**config.mk**
```make
export PLATFORM = sky130hd
export DESIGN_NAME = flash_pin_frontend
export DESIGN_NICKNAME = d
export VERILOG_FILES = /design/src/flash_pins_pkg.sv /design/src/pin_sync.sv /design/src/byte_fifo.sv /design/src/flash_pin_frontend.sv
export SDC_FILE = /design/constraint.sdc
export NUM_CORES = 1
export LEC_CHECK = 0
export BUFFER_PORTS_ARGS = -buffer_cell sky130_fd_sc_hd__buf_4
export CORE_MARGIN = 2
export CORE_UTILIZATION = 60
export CTS_CLUSTER_DIAMETER = 40
export DETAILED_ROUTE_END_ITERATION = 10
export GPL_TIMING_DRIVEN = 0
export PLACE_DENSITY = 0.81
export REMOVE_ABC_BUFFERS = 1
export SLEW_MARGIN = 30
export SYNTH_ARGS = -nofsm -noshare
export SYNTH_HDL_FRONTEND = slang
export SYNTH_SLANG_ARGS = --single-unit
```
**constraint.sdc**
```tcl
create_clock -name clk_sys -period 7 [get_ports clk_sys]
set_input_delay 0.7 -clock clk_sys [delete_from_list [all_inputs] [get_ports clk_sys]]
set_output_delay 0.7 -clock clk_sys [all_outputs]
set_load 0.02 [all_outputs]
```
**src/flash_pins_pkg.sv**
```systemverilog
package flash_pins_pkg;

  // Data widths
  localparam int BYTE_W     = 8;      // Bits per serial byte
  localparam int FIFO_DEPTH = 4;      // Words in the transmit buffer
  localparam int SYNC_W     = 3;      // Select, clock and input lane
  localparam int LANES      = 4;      // Data lanes on the pins
  localparam int SEC_PAGES  = 3;      // Security pages with own lock

  // Sync bus bit positions
  localparam int SYNC_CS  = 0;
  localparam int SYNC_SCK = 1;
  localparam int SYNC_SI  = 2;

  // Reset and idle values
  localparam logic [7:0] IDLE_FILL  = 8'hff;  // Sent when buffer runs dry
  localparam logic [3:0] OE_NONE    = 4'h0;   // All lanes released
  localparam logic [3:0] OE_X1      = 4'h2;   // Output lane only
  localparam logic [3:0] OE_X2      = 4'h3;   // Output lane plus turned input
  localparam logic [3:0] OE_X4      = 4'hf;   // All four lanes
  localparam logic [2:0] LOCK_RESET = 3'h0;   // Pages start writable
  localparam logic [3:0] CNT_ZERO   = 4'h0;
  localparam logic [3:0] CNT_LAST   = 4'h7;   // Eighth input bit
  localparam logic [3:0] CNT_BYTE   = 4'h8;

  // Lane width for output data
  typedef enum logic [1:0] {
    LANE_X1,
    LANE_X2,
    LANE_X4
  } lane_mode_t;

  // Link power state
  typedef enum logic [1:0] {
    ST_STANDBY,
    ST_SELECTED,
    ST_BUSY
  } link_state_t;

endpackage : flash_pins_pkg

```
**src/pin_sync.sv**
```systemverilog
`timescale 1ns/1ps

// Two flip-flop synchroniser for pin inputs
module pin_sync #(
  parameter int             WIDTH = 1,
  parameter logic [WIDTH-1:0] INIT = '0
) (
  // Clock and reset
  input  wire logic             clk_sys,
  input  wire logic             reset_n,
  // Asynchronous in, synchronous out
  input  wire logic [WIDTH-1:0] async_in,
  output logic      [WIDTH-1:0] sync_out
);

  logic [WIDTH-1:0] meta_q;  // First stage, read only by second

  // Two stages, constants on reset
  always_ff @(posedge clk_sys)
  begin
    if (!reset_n)
    begin
      meta_q   <= INIT;
      sync_out <= INIT;
    end
    else
    begin
      meta_q   <= async_in;
      sync_out <= meta_q;
    end
  end

endmodule : pin_sync

```
**src/byte_fifo.sv**
```systemverilog
`timescale 1ns/1ps

// Small synchronous FIFO with valid/ready on both sides
module byte_fifo #(
  parameter int WIDTH = 8,
  parameter int DEPTH = 4
) (
  // Clock and reset
  input  wire logic             clk_sys,
  input  wire logic             reset_n,
  // Fill side
  input  wire logic             in_valid,
  output logic                  in_ready,
  input  wire logic [WIDTH-1:0] in_data,
  // Drain side
  output logic                  out_valid,
  input  wire logic             out_ready,
  output logic      [WIDTH-1:0] out_data
);

  localparam int AW = $clog2(DEPTH);

  logic [WIDTH-1:0] mem [DEPTH];  // Storage words
  logic [AW:0]      wr_q;         // Write pointer with wrap bit
  logic [AW:0]      rd_q;         // Read pointer with wrap bit
  logic [AW:0]      wr_d;         // Write pointer after this cycle
  logic [AW:0]      rd_d;         // Read pointer after this cycle
  logic             ready_q;      // Room for a word, registered
  wire              push;
  wire              pop;

  // Ready straight from a flop, so the fill side sees no pointer logic
  assign in_ready  = ready_q;
  assign wr_d      = wr_q + (AW+1)'(push);
  assign rd_d      = rd_q + (AW+1)'(pop);
  assign out_valid = (wr_q != rd_q);
  assign out_data  = mem[rd_q[AW-1:0]];
  assign push      = in_valid && in_ready;
  assign pop       = out_valid && out_ready;

  // Storage write
  always_ff @(posedge clk_sys)
  begin
    if (push)
      mem[wr_q[AW-1:0]] <= in_data;
  end

  // Pointer update
  always_ff @(posedge clk_sys)
  begin
    if (!reset_n)
    begin
      wr_q    <= '0;
      rd_q    <= '0;
      ready_q <= 1'b1;
    end
    else
    begin
      wr_q    <= wr_d;
      rd_q    <= rd_d;
      // Full when next pointers differ only in wrap bit
      ready_q <= !((wr_d[AW] != rd_d[AW]) && (wr_d[AW-1:0] == rd_d[AW-1:0]));
    end
  end

endmodule : byte_fifo

```
**src/flash_pin_frontend.sv**
```systemverilog
`timescale 1ns/1ps

// Notes on behaviour
// - Select low selects; high deselects to standby
// - Select fall starts, select rise ends operation
// - Self-timed cycle finishes before standby entry
// - Input lane captured on serial clock rise
// - Output data changes on serial clock fall
// - Dual/quad reads turn input lane output
// - Three security pages, each locked independently
// - Input lane ignored while deselected
// - Output lanes released while deselected
module flash_pin_frontend (
  // System clock and reset
  input  wire logic       clk_sys,
  input  wire logic       reset_n,
  // Flash pins, sampled asynchronously
  input  wire logic       cs_n,
  input  wire logic       sck,
  input  wire logic       si_in,
  output logic      [3:0] io_out_q,
  output logic      [3:0] io_oe_q,
  // Received bytes
  output logic      [7:0] rx_byte_q,
  output logic            rx_valid_q,
  // Transmit bytes into buffer
  input  wire logic       tx_valid,
  output logic            tx_ready,
  input  wire logic [7:0] tx_data,
  // Read control from command logic
  input  wire logic       out_en,
  input  wire logic [1:0] lane_sel,
  // Self-timed cycle status
  input  wire logic       busy_in,
  // Security page locks
  input  wire logic [2:0] lock_req,
  output logic      [2:0] page_locked_q,
  // Link status
  output logic            selected_q,
  output logic            standby_q,
  output logic            frame_start_q,
  output logic            frame_end_q
);

  // Synchronised pins
  logic [flash_pins_pkg::SYNC_W-1:0] pins_s;     // Two-flop outputs
  logic                              cs_s;       // Select, high is idle
  logic                              sck_s;      // Serial clock level
  logic                              si_s;       // Input lane level
  logic                              cs_prev_q;  // Select one cycle ago
  logic                              sck_prev_q; // Clock one cycle ago

  // Edge and frame strobes
  wire rise_e;      // Serial clock rising edge
  wire fall_e;      // Serial clock falling edge
  wire sel_fall;    // Frame begins
  wire sel_rise;    // Frame ends

  // Link state
  flash_pins_pkg::link_state_t state_q;
  flash_pins_pkg::link_state_t state_d;

  // Receive path
  logic [7:0] rx_sh_q;   // Input shift register
  logic [3:0] rx_cnt_q;  // Bits received in byte

  // Transmit path
  logic [7:0] tx_sh_q;   // Output shift register
  logic [3:0] tx_cnt_q;  // Bits still to send
  wire        buf_valid; // Buffer holds a byte
  wire  [7:0] buf_data;  // Head of buffer
  wire        need_byte; // Falling edge needs a fresh byte
  wire        tx_fall;   // Falling edge while driving
  wire  [7:0] send_byte; // Byte whose top bits go out
  wire  [3:0] step;      // Bits per falling edge
  wire  [3:0] oe_d;      // Lane enables for this cycle
  wire  [3:0] out_d;     // Lane values on a falling edge

  flash_pins_pkg::lane_mode_t mode;  // Decoded lane width

  // Bits moved per edge for a lane width
  function automatic logic [3:0] lane_bits(flash_pins_pkg::lane_mode_t m);
    case (m)
      flash_pins_pkg::LANE_X2: lane_bits = 4'h2;
      flash_pins_pkg::LANE_X4: lane_bits = 4'h4;
      default:                 lane_bits = 4'h1;
    endcase
  endfunction : lane_bits

  // Lane enables for a lane width
  function automatic logic [3:0] lane_oe(flash_pins_pkg::lane_mode_t m);
    case (m)
      flash_pins_pkg::LANE_X2: lane_oe = flash_pins_pkg::OE_X2;
      flash_pins_pkg::LANE_X4: lane_oe = flash_pins_pkg::OE_X4;
      default:                 lane_oe = flash_pins_pkg::OE_X1;
    endcase
  endfunction : lane_oe

  // Lane values from the top of a byte, high bit on highest lane
  function automatic logic [3:0] lane_val(flash_pins_pkg::lane_mode_t m,
                                          logic [7:0] b);
    case (m)
      flash_pins_pkg::LANE_X2: lane_val = {2'h0, b[7:6]};
      flash_pins_pkg::LANE_X4: lane_val = b[7:4];
      default:                 lane_val = {2'h0, b[7], 1'h0};
    endcase
  endfunction : lane_val

  // Pin synchroniser, select idles high
  pin_sync #(
    .WIDTH (flash_pins_pkg::SYNC_W),
    .INIT  (3'h1)
  ) u_sync (
    .clk_sys  (clk_sys),
    .reset_n  (reset_n),
    .async_in ({si_in, sck, cs_n}),
    .sync_out (pins_s)
  );

  assign cs_s  = pins_s[flash_pins_pkg::SYNC_CS];
  assign sck_s = pins_s[flash_pins_pkg::SYNC_SCK];
  assign si_s  = pins_s[flash_pins_pkg::SYNC_SI];

  // Transmit buffer, drained by falling edges
  byte_fifo #(
    .WIDTH (flash_pins_pkg::BYTE_W),
    .DEPTH (flash_pins_pkg::FIFO_DEPTH)
  ) u_txbuf (
    .clk_sys   (clk_sys),
    .reset_n   (reset_n),
    .in_valid  (tx_valid),
    .in_ready  (tx_ready),
    .in_data   (tx_data),
    .out_valid (buf_valid),
    .out_ready (need_byte),
    .out_data  (buf_data)
  );

  // Edge detection on synchronised levels
  assign rise_e   = sck_s && !sck_prev_q;
  assign fall_e   = !sck_s && sck_prev_q;
  assign sel_fall = !cs_s && cs_prev_q;
  assign sel_rise = cs_s && !cs_prev_q;

  // Output lane decode
  assign mode      = flash_pins_pkg::lane_mode_t'(lane_sel);
  assign step      = lane_bits(mode);
  assign tx_fall   = fall_e && !cs_s && out_en;
  assign need_byte = tx_fall && (tx_cnt_q == flash_pins_pkg::CNT_ZERO);
  assign send_byte = !need_byte ? tx_sh_q :
                     buf_valid ? buf_data : flash_pins_pkg::IDLE_FILL;
  assign out_d     = lane_val(mode, send_byte);
  assign oe_d      = (!cs_s && out_en) ? lane_oe(mode)
                                       : flash_pins_pkg::OE_NONE;

  // Previous levels for edge finding
  always_ff @(posedge clk_sys)
  begin
    if (!reset_n)
    begin
      cs_prev_q  <= 1'b1;
      sck_prev_q <= 1'b0;
    end
    else
    begin
      cs_prev_q  <= cs_s;
      sck_prev_q <= sck_s;
    end
  end

  // Next link state
  always_comb
  begin
    state_d = state_q;
    case (state_q)
      // Wait for select
      flash_pins_pkg::ST_STANDBY:
        if (!cs_s)
          state_d = flash_pins_pkg::ST_SELECTED;
      // Deselect, finish a self-timed cycle first
      flash_pins_pkg::ST_SELECTED:
        if (cs_s)
          state_d = busy_in ? flash_pins_pkg::ST_BUSY
                            : flash_pins_pkg::ST_STANDBY;
      // Internal cycle still running
      flash_pins_pkg::ST_BUSY:
        if (!cs_s)
          state_d = flash_pins_pkg::ST_SELECTED;
        else if (!busy_in)
          state_d = flash_pins_pkg::ST_STANDBY;
      default:
        state_d = flash_pins_pkg::ST_STANDBY;
    endcase
  end

  // Link state and status flags
  always_ff @(posedge clk_sys)
  begin
    if (!reset_n)
    begin
      state_q       <= flash_pins_pkg::ST_STANDBY;
      selected_q    <= 1'b0;
      standby_q     <= 1'b1;
      frame_start_q <= 1'b0;
      frame_end_q   <= 1'b0;
    end
    else
    begin
      state_q       <= state_d;
      selected_q    <= !cs_s;
      standby_q     <= (state_d == flash_pins_pkg::ST_STANDBY);
      frame_start_q <= sel_fall;
      frame_end_q   <= sel_rise;
    end
  end

  // Receive shift on rising edges while selected
  always_ff @(posedge clk_sys)
  begin
    if (!reset_n || sel_fall)
    begin
      rx_sh_q  <= 8'h00;
      rx_cnt_q <= flash_pins_pkg::CNT_ZERO;
    end
    else if (rise_e && !cs_s)
    begin
      rx_sh_q  <= {rx_sh_q[6:0], si_s};
      rx_cnt_q <= (rx_cnt_q == flash_pins_pkg::CNT_LAST)
                  ? flash_pins_pkg::CNT_ZERO : rx_cnt_q + 4'h1;
    end
  end

  // Byte out with one-cycle strobe
  always_ff @(posedge clk_sys)
  begin
    if (!reset_n)
    begin
      rx_byte_q  <= 8'h00;
      rx_valid_q <= 1'b0;
    end
    else
    begin
      rx_valid_q <= rise_e && !cs_s && (rx_cnt_q == flash_pins_pkg::CNT_LAST);
      if (rise_e && !cs_s && (rx_cnt_q == flash_pins_pkg::CNT_LAST))
        rx_byte_q <= {rx_sh_q[6:0], si_s};
    end
  end

  // Transmit shift on falling edges
  always_ff @(posedge clk_sys)
  begin
    if (!reset_n || sel_fall)
    begin
      tx_sh_q  <= 8'h00;
      tx_cnt_q <= flash_pins_pkg::CNT_ZERO;
    end
    else if (tx_fall)
    begin
      tx_sh_q  <= send_byte << step;
      tx_cnt_q <= (need_byte ? flash_pins_pkg::CNT_BYTE : tx_cnt_q) - step;
    end
  end

  // Pin drivers
  always_ff @(posedge clk_sys)
  begin
    if (!reset_n)
    begin
      io_out_q <= 4'h0;
      io_oe_q  <= flash_pins_pkg::OE_NONE;
    end
    else
    begin
      io_oe_q <= oe_d;
      if (tx_fall)
        io_out_q <= out_d;
    end
  end

  // Independent one-time page locks
  always_ff @(posedge clk_sys)
  begin
    if (!reset_n)
      page_locked_q <= flash_pins_pkg::LOCK_RESET;
    else
      page_locked_q <= page_locked_q | lock_req;
  end
endmodule : flash_pin_frontend

```
==> results.ini, run 1 <==
[clock_network]
hold_buffers=0
cts_made_buffers=9
cts_resized=0
cts_tree=yes
cts_root_buf=clkbuf_8
cts_buffer_depth=2
cts.sinks=95
cts.reportedPaths.clkPinSlew_ps=90
clk_latency_ps=370
post_cts_buffers=0
htree_levels=3

[global_route]
track_usage=0.2084
grt_use_met2=0.3492
grt.busiest_layer=met2
grt_max_degree=21
use_met3=0.06686
grt_pass1_wl_mm=11.65
grt_use_met1=0.2515
grt_pass1_vias=2554
overflow=0
antenna_found_initial=0

[floorplan]
top_level_ports=46
design.core.area_um2=6277
die-area_um2=7104
die_w_um=84.29
die_h_um=84.29
initial_core_util=0.6161
num_rows=29

[synthesis]
synth.avg_cell_area_um2=11.76
synth_top_area_frac=0.3261
ys_ff_latch=95
seq_area_frac_synth=0.5746
ys_warn_count=0
synth_ff_type=dfxtp_1
synthCells=329
ys_async_sr_fraction=0
mappedNetlistArea_um2=3867
synth_top_cell_by_area=dfxtp_1
synth-edff-count=32
ys_top_cells_by_area=dfxtp_1, edfxtp_1, mux2i_1
synthDistinctLibCells=48

[timing]
worstMarginPinSlew_ps=884.1
whs_ps=427.3
fin_crit_ps=2689
setup_viol=0
fmax_ghz=0.3719
setup-tns-final_ps=0
post-route-period-util=0.3841
slew_viol_final=0
hold_violations=0
skew_ps=16.19
rsz0062_at_grt=no
slew_headroom=0.4105

[worst_setup_path]
crit_arrival_ps=2930
path_class=flop to flop
cp-start-kind=flop
cp_max_fo=20
cp_data_required_time_ps=7240
r2r_start=u_sync.sync_out[0]
crit_path_start=u_sync.sync_out[0]
setup.worst_path.end_class=flop

[route]
drcViolationCount=0
via_per_inst=5.666
wl_per_cell_um=15.40
ant_nets=0
vias=2561
routed_wl_mm=6.961
drtIter0Drc=175
dr.pass1.iters=4

[power]
p_leak_nw=1.810
p_clk_frac=0.343
p_sw_mw=0.2414
ir_drop_mv=0.1852
combPwrFrac=0.066
p_seq_frac=0.591
switching_share=0.2416
internal-power_mw=0.7579
powerDensity_nw_per_um2=223.1

[finish]
area_growth_pct=15.82
diodes=0
mostFrequentLayoutCells=dfxtp_1, buf_4, nor2_1
final_cell_area_um2=4479
layout_commonest_cell=dfxtp_1
nFillCells=458
drive_gt1_frac=0.2267
multi_input_area_um2=1563
final_cells=452
regArea_um2=2222
fin_nets=403

[placed_design]
hpwl_mm=4.922
dp_cells=436
placed_cell_area_um2=4285
port_buffers=45
gp_congestion=0.9064

[worst_hold_path]
hp-start=u_sync.meta_q[0]
hold_path.class=flop to flop

[flow_run]
drv_cap=0

[status]
status=finished, final reports clean

==> Yosys cell counts (all sizes together) (3+ instances only) <==
master,instances
buf,7
nand4,3
nor3b,3
nand2,11
mux2i,23
inv,15
mux4,8
a21o,3
xnor2,10
clkbuf,10
a21oi,8
edfxtp,32
dfxtp,63
nand3,3
o21ai,6
nor2,45
a22oi,6
and3,7
o22ai,8
nor3,8
and2,10
o211ai,3
ha,11
xor2,3
==> flip-flops by register name (all words and copies together) (netlist names), 3 cells and up <==
register,cells
rx_sh_q,7
u_txbuf.rd_q,3
io_oe_q,3
u_sync.meta_q,3
tx_sh_q,8
u_txbuf.mem,32
u_txbuf.wr_q,3
u_sync.sync_out,3
tx_cnt_q,4
io_out_q,4
rx_cnt_q,4
rx_byte_q,8
page_locked_q,3
==> path summary, 6_finish.rpt <==
kind	endpoint	slack, ps	depth (start not counted)
min reg2reg	u_sync.sync_out[0]	430	1
max reg2reg	u_txbuf.in_ready	4310	8
min	u_sync.sync_out[0]	430	1
max	u_txbuf.in_ready	4310	8
==> per-layer routing <==
metal  vias up  share of wire
met2        66           0.50
met1      1216           0.44
met5         -              0
li1       1269              -
met4         0          0.014
met3        10          0.049
==> layout make-up <==
cell class              instances  share of cell area
clock buffers                  10             0.03073
clock inverters                 6             0.01145
inverters                      15             0.01257
multi-input cells             202              0.3489
flip-flops and latches         95              0.4961
well taps                      77             0.02151
repair buffers                 47             0.07877
==> power by group through the flow <==
stage / Combinational, mW / Sequential [mW] / Clock, mW
2_1_floorplan: 0.0371 / 0.604 / 0
5_1_grt: 0.0735 / 0.592 / 0.367
3_3_place_gp: 0.0633 / 0.602 / 0
3_5_place_dp: 0.0663 / 0.604 / 0
6_report: 0.0658 / 0.591 / 0.343
4_1_cts: 0.0664 / 0.591 / 0.346
==> cell families (layout without fill, tap and decap cells) <==
| family | after synthesis | after routing | synth area share |
|---|---|---|---|
| xor+xnor | 13 | 13 | 0.02944 |
| compound gates | 46 | 46 | 0.08702 |
| flops | 95 | 95 | 0.5746 |
| simple gates | 99 | 99 | 0.1265 |
| buf+inv | 32 | 78 | 0.03267 |
| mux | 32 | 32 | 0.1090 |
| fa+ha+maj | 12 | 12 | 0.04076 |
==> critical path, stage by stage, from the launching register on <==
cell and delay, ps:
dfxtp_1 410, nand4bb_2 670, a311o_4 630, inv_1 100, ha_1 140, ha_1 150
xor2_1 200, xnor2_1 150, nand4_1 110
==> through the flow <==
stage | total power [mW] | worst slack [ps] | utilization
2_1_floorplan | 0.6410 | 3901 | -
6_report | 0.9993 | 4311 | 0.7136
4_1_cts | 1.004 | 4006 | 0.7128
5_1_grt | 1.033 | 4097 | 0.7136
3_3_place_gp | 0.6653 | 2816 | 0.6741
3_5_place_dp | 0.6700 | 3759 | 0.6827
Power figures use the tool's default switching activity.
==> run 2: changes to the inputs <==
--- a/config.mk
+++ b/config.mk
@@ -5,13 +5,14 @@
 export SDC_FILE = /design/constraint.sdc
 export NUM_CORES = 1
 export LEC_CHECK = 0
+export ABC_AREA = 1
 export BUFFER_PORTS_ARGS = -buffer_cell sky130_fd_sc_hd__buf_4
 export CORE_MARGIN = 2
-export CORE_UTILIZATION = 60
+export CORE_UTILIZATION = 52
 export CTS_CLUSTER_DIAMETER = 40
 export DETAILED_ROUTE_END_ITERATION = 10
 export GPL_TIMING_DRIVEN = 0
-export PLACE_DENSITY = 0.81
+export PLACE_DENSITY = 0.74
 export REMOVE_ABC_BUFFERS = 1
 export SLEW_MARGIN = 30
 export SYNTH_ARGS = -nofsm -noshare
==> constraint.sdc (replaced) <==
create_clock -name clk_sys -period 2.2 [get_ports clk_sys]
set_input_delay 0.22 -clock clk_sys [delete_from_list [all_inputs] [get_ports clk_sys]]
set_output_delay 0.22 -clock clk_sys [all_outputs]
set_load 0.02 [all_outputs]
==> run 2 against run 1 <==
  * Via count is 20% higher
  * Total power grew to 3.5 times the previous value
  * Die area up 19%
  * Non-clock buffer count increased by 1
  * Sequential cell count unchanged
  * Routed wire length is 17% higher
  * Largest power group unchanged
==> results.ini, run 2 <==
[finish]
drive_gt1_frac=0.1865  ; -0.04016
final_cells=606  ; +34%
mostFrequentLayoutCells=nand2_1, nor2_1, dfxtp_1
largest_reg_flops=32  ; unchanged
nFillCells=664  ; +45%
area_growth_pct=16.36
fin_nets=532  ; +32%
diodes=0  ; unchanged
layout_commonest_cell=nand2_1
final_core_util=0.6178  ; -0.09581

[synthesis]
synth-simple-area-share=0.2735  ; +0.1470
synth_top_family_by_area=simple AND/OR/NAND/NOR gates
ys_warn_count=0  ; unchanged
synth.most_common_cell=nand2_1
synth.avg_cell_area_um2=8.780  ; -25%
synth_fa_ha_area_frac=0.03903  ; -0.001730
synth_top_cell_by_area=dfxtp_1
synth_xor_area_frac=0.01735  ; -0.01209
ys_top_cells_by_area=dfxtp_1, edfxtp_1, nand2_1
ys_async_sr_fraction=0  ; unchanged
synthMuxAreaShare=0  ; -0.1090
synth_ff_type=dfxtp_1
synth_compound_area_frac=0.05112  ; -0.03591
synth-edff-count=32  ; unchanged
synthTopCellsByCount=nand2_1, dfxtp_1, nor2_1
seq_area_frac_synth=0.5502  ; -0.02439
mappedNetlistArea_um2=4039  ; +4.4%
ys_ff_latch=95  ; unchanged
synthCells=460  ; +40%
synthDistinctLibCells=34  ; -29%
synth_top_area_frac=0.3123  ; -0.01384

[route]
ant_nets=0  ; unchanged
routed_wl_mm=8.143  ; +17%
vias=3084  ; +20%
drtIter0Drc=218  ; +25%
drcViolationCount=0  ; unchanged
wl_per_cell_um=13.44  ; -13%
dr.pass1.iters=4  ; unchanged
via_per_inst=5.089  ; -10%

[global_route]
grt_pass1_wl_mm=13.71  ; +18%
track_usage=0.2070  ; -0.001405
grt_max_degree=23  ; +9.5%
grt_pass1_vias=3003  ; +18%
overflow=0  ; unchanged
antenna_found_initial=0  ; unchanged

[placed_design]
gp_congestion=0.8643  ; -4.6%
port_buffers=45  ; unchanged
hpwl_mm=5.482  ; +11%
dp_cells=587  ; +35%

[power]
ir_drop_mv=0.5323  ; +190%
power.total_mw=3.478  ; +250%
p_leak_nw=2.055  ; +14%
powerDensity_nw_per_um2=740.0  ; +230%

[worst_setup_path]
cp-start-kind=flop
path_class=flop to flop
cp_max_fo=19  ; -5.0%
cp_data_required_time_ps=2440  ; -4800 ps
worst-r2r-setup-slack_ps=150  ; -4160 ps
setup.worst_path.end_class=flop
crit_arrival_ps=2290  ; -640 ps

[timing]
slew_headroom=0.3619  ; -0.04865
slew_viol_final=0  ; unchanged
hold_violations=0  ; unchanged
skew_ps=10.03  ; -6.163 ps
worstMarginPinSlew_ps=950.8  ; +66.71 ps
fin_crit_ps=2049  ; -639.9 ps
post-route-period-util=0.9314  ; +0.5473
fmax_ghz=0.4880  ; +31%
rsz0062_at_grt=no
setup_viol=0  ; unchanged

[clock_network]
cts.sinks=95  ; unchanged
cts_root_buf=clkbuf_8
cts.reportedPaths.clkPinSlew_ps=90  ; about the same
hold_buffers=0  ; unchanged
cts_made_buffers=9  ; unchanged
clk_latency_ps=370  ; about the same
htree_levels=3  ; unchanged
cts_tree=yes
cts_buffer_depth=2  ; unchanged

[floorplan]
die-area_um2=8488  ; +19%
num_rows=32  ; +10%
die_h_um=92.13  ; +9.3%
die_w_um=92.13  ; +9.3%
design.core.area_um2=7607  ; +21%
initial_core_util=0.5309  ; -0.08518
top_level_ports=46  ; unchanged

[status]
status=finished, final reports clean

[worst_hold_path]
hold_path.class=input port to flop

[flow_run]
drv_cap=0  ; unchanged

run 2: cell families (layout without fill, tap and decap cells):
kind of cell | after synthesis | in the layout
DFF | 95 | 95
xor gates and xnor gates | 8 | 8
adders and majority gates | 12 | 12
and+or+nand+nor | 241 | 241
buffers and inverters | 65 | 109
AOI/OAI and AO/OA | 39 | 39
run 2: cell type report:
class                   count  area (um2)  area share
well taps                 102       127.6     0.02716
repair buffers             48       360.3     0.07668
multi-input cells         300        1564      0.3328
clock buffers              11       162.7     0.03461
inverters                  45       173.9     0.03701
clock inverters             5       83.83     0.01784
flip-flops and latches     95        2227      0.4739
run 2: path summary, 6_finish.rpt:
path                                       start                  to  depth (start not counted)
worst min-delay path                         sck    u_sync.meta_q[1]                          3
worst min register to register  u_sync.meta_q[0]  u_sync.sync_out[0]                          1
worst max register to register   u_txbuf.rd_q[0]    u_txbuf.in_ready                         10
worst max-delay path             u_txbuf.rd_q[0]    u_txbuf.in_ready                         10
run 2: through the flow:
step	setup TNS (ps)	instance area [um2]	hold slack [ps]	setup WS (ps)
after global routing	0	4700	17.59	33.58
after global placement	-2292	4400	394.4	-202.9
after detailed placement	-291.8	4425	400.2	-273.2
after CTS	0	4684	18.19	107.4
final	0	4700	26.96	150.9
after floorplan	0	3935	307.1	194.8
run 2: worst max-delay path, stage by stage (launching register included):
cell and delay [ps]:
dfxtp_4 500, inv_4 140, nand2_1 90, nand2_1 90, nor2_4 120, a21oi_1 80
ha_1 200, ha_1 190, xnor2_1 220, xor2_1 190, nand4_1 100
run 2: timing repair:
item	in CTS	in global routing
cloned	0	0
gates resized for setup	3	0
endpoints found under the setup margin	2	1
endpoints found under the hold margin	0	0
buffers inserted	1	2
pin swaps	1	0
run 2: where the power goes:
group | internal (mW) | switching, mW
Combinational | 0.0845 | 0.148
Sequential | 1.86 | 0.0207
Clock | 0.747 | 0.619
run 2: layer usage:
metal | GRT usage | routed length (um) | up-vias
met3 | 0.05998 | 467 | 15
met4 | 0.07960 | 146 | 0
li1 | - | - | 1585
met2 | 0.3364 | 3908 | 67
met1 | 0.2619 | 3621 | 1417
met5 | 0 | 0 | -
==> run 3: changes to the inputs <==
--- a/config.mk
+++ b/config.mk
@@ -8,11 +8,11 @@
 export ABC_AREA = 1
 export BUFFER_PORTS_ARGS = -buffer_cell sky130_fd_sc_hd__buf_4
 export CORE_MARGIN = 2
-export CORE_UTILIZATION = 52
+export CORE_UTILIZATION = 58
 export CTS_CLUSTER_DIAMETER = 40
 export DETAILED_ROUTE_END_ITERATION = 10
 export GPL_TIMING_DRIVEN = 0
-export PLACE_DENSITY = 0.74
+export PLACE_DENSITY = 0.78
 export REMOVE_ABC_BUFFERS = 1
 export SLEW_MARGIN = 30
 export SYNTH_ARGS = -nofsm -noshare
==> constraint.sdc (replaced) <==
create_clock -name clk_sys -period 2.05 [get_ports clk_sys]
set_input_delay 0.205 -clock clk_sys [delete_from_list [all_inputs] [get_ports clk_sys]]
set_output_delay 0.205 -clock clk_sys [all_outputs]
set_load 0.02 [all_outputs]
==> run 3 against run 2 <==
  * Count of clock-buffer cells in the layout fell by 2
  * Critical path type unchanged
  * Fmax increased by 5.9%
  * Global-route usage is 2.6 points higher
  * Critical endpoint is now rx_byte_q[7]
==> results.ini, run 3 (same netlist as run 2, synthesis figures left out) <==
[status]
status=finished, final reports clean

[finish]
diodes=0  ; unchanged
area_growth_pct=14.68
mostFrequentLayoutCells=nand2_1, nor2_1, dfxtp_1
layout_commonest_cell=nand2_1
largest_reg_flops=32  ; unchanged
drive_gt1_frac=0.1941  ; +0.007551
final_cell_area_um2=4632  ; -1.4%
nFillCells=541  ; -19%
fin_nets=533  ; +0.19%

[global_route]
track_usage=0.2330  ; +0.02592
antenna_found_initial=0  ; unchanged
grt_pass1_wl_mm=13.80  ; +0.66%
overflow=0  ; unchanged
grt_max_degree=23  ; unchanged
grt_pass1_vias=2970  ; -1.1%

[worst_setup_path]
timing.rr.end=rx_byte_q[7]
cp_data_required_time_ps=2360  ; -80 ps
max_stage_delay_ps=550  ; +50 ps
path_cells=inv_1 > nor3_2 > nand2_1 > clkinv_1 > nor2_1 > nor2_1
worstRegToRegCells=6  ; -4
worst-r2r-setup-slack_ps=120  ; -40 ps
r2r_start=u_sync.sync_out[1]
cp-start-kind=flop
cp_common_cell=nor2_1
setup.worst_path.end_class=flop
crit_arrival_ps=2240  ; -50 ps
cp_max_fo=12  ; -7
crit_slowest_cell=nor3_2
path_class=flop to flop

[timing]
post-route-period-util=0.9436  ; +0.01224
worstMarginPinSlew_ps=822.0  ; -128.8 ps
hold_violations=0  ; unchanged
slew_headroom=0.4490  ; +0.08716
fin_crit_ps=1934  ; -114.6 ps
fmax_ghz=0.5169  ; +5.9%
setup_viol=0  ; unchanged
slew_viol_final=0  ; unchanged
rsz0062_at_grt=yes
skew_ps=15.13  ; +5.103 ps

[flow_run]
drv_cap=0  ; unchanged

[route]
vias=3132  ; +1.6%
routed_wl_mm=8.282  ; +1.7%
drtIter0Drc=231  ; +6.0%
dr.pass1.iters=5  ; +1
wl_per_cell_um=14.16  ; +5.4%
drcViolationCount=0  ; unchanged
ant_nets=0  ; unchanged
via_per_inst=5.354  ; +5.2%

[placed_design]
gp_congestion=0.9035  ; +4.5%
placed_cell_area_um2=4405  ; -0.45%
port_buffers=45  ; unchanged
hpwl_mm=5.614  ; +2.4%

[power]
powerDensity_nw_per_um2=742.3  ; +0.31%
ir_drop_mv=0.5161  ; -3.0%
p_leak_nw=2.032  ; -1.1%
power.total_mw=3.438  ; -1.1%

[floorplan]
design.core.area_um2=6756  ; -11%
top_level_ports=46  ; unchanged
num_rows=30  ; -6.3%
initial_core_util=0.5978  ; +0.06686
die-area_um2=7648  ; -9.9%
die_w_um=87.45  ; -5.1%
die_h_um=87.45  ; -5.1%

[worst_hold_path]
hold_path.class=input port to flop
holdPathEnd=u_sync.meta_q[1]
holdPathStages=3  ; unchanged
hp-start=sck

[clock_network]
cts.sinks=95  ; unchanged
cts.reportedPaths.clkPinSlew_ps=100  ; about the same
htree_levels=3  ; unchanged
cts_tree=yes
cts_buffer_depth=2  ; unchanged
hold_buffers=0  ; unchanged
cts_made_buffers=9  ; unchanged
clk_latency_ps=370  ; about the same
cts_root_buf=clkbuf_8

## run 3: area by class of cell
| cell class | count | area (um2) | area share |
|---|---|---|---|
| sequential | 95 | 2232 | 0.4819 |
| multi-input combinational | 300 | 1572 | 0.3393 |
| timing repair buffer | 49 | 367.9 | 0.07942 |
| inverter | 45 | 173.9 | 0.03755 |
| clock buffer | 9 | 123.9 | 0.02674 |
| tap | 80 | 100.1 | 0.02161 |
| clock inverter | 7 | 62.56 | 0.01351 |
## run 3: per-stage QoR
step / TNS (ps) / hold WS [ps] / std cells / util / worst slack [ps]
finish: 0 / 10.64 / 585 / 0.6856 / 115.5
global route: -21.12 / 10.56 / 585 / 0.6856 / -20.73
CTS: 0 / 7.962 / 584 / 0.6826 / 45.51
detailed placement: -608.0 / 391.7 / 566 / 0.6520 / -341.6
global placement: -7340 / 391.6 / 565 / 0.6472 / -457.0
floorplan: 0 / 292.1 / 440 / - / 44.77
## run 3: how the worst max path moves through the flow
stage,from,to,slack [ps],depth (start not counted)
3_3_place_gp,u_sync.sync_out[0],tx_cnt_q[0],-460,4
4_1_cts,u_txbuf.rd_q[0],u_txbuf.in_ready,50,10
2_1_floorplan,u_txbuf.rd_q[0],u_txbuf.in_ready,40,10
5_1_grt,u_sync.sync_out[1],rx_byte_q[0],-20,6
6_report,u_sync.sync_out[1],rx_byte_q[7],120,6
3_5_place_dp,u_txbuf.rd_q[0],u_txbuf.in_ready,-340,10
## run 3: timing repair
action	4_1_cts	5_1_grt
buffers inserted	2	1
setup endpoints to repair	6	2
pin swaps	2	1
gates resized for setup	3	4
## run 3: report_power, final
part           internal, mW  switching, mW
logic                0.0924          0.162
clock network         0.466          0.700
registers              1.99         0.0222
total                  2.55          0.885
## run 3: worst max-delay path, delay by kind of cell, from the launching register on
family / cells / cell delay (ps)
buffers and inverters: 2 / 370
and+or+nand+nor: 4 / 1130
DFF: 1 / 370
## run 3: per-layer routing
layer,up-vias,share of wire,global-route usage
met4,0,0.011,0.09091
met3,10,0.041,0.03791
met1,1470,0.46,0.3204
li1,1585,-,-
met2,67,0.49,0.3698
met5,-,0,0
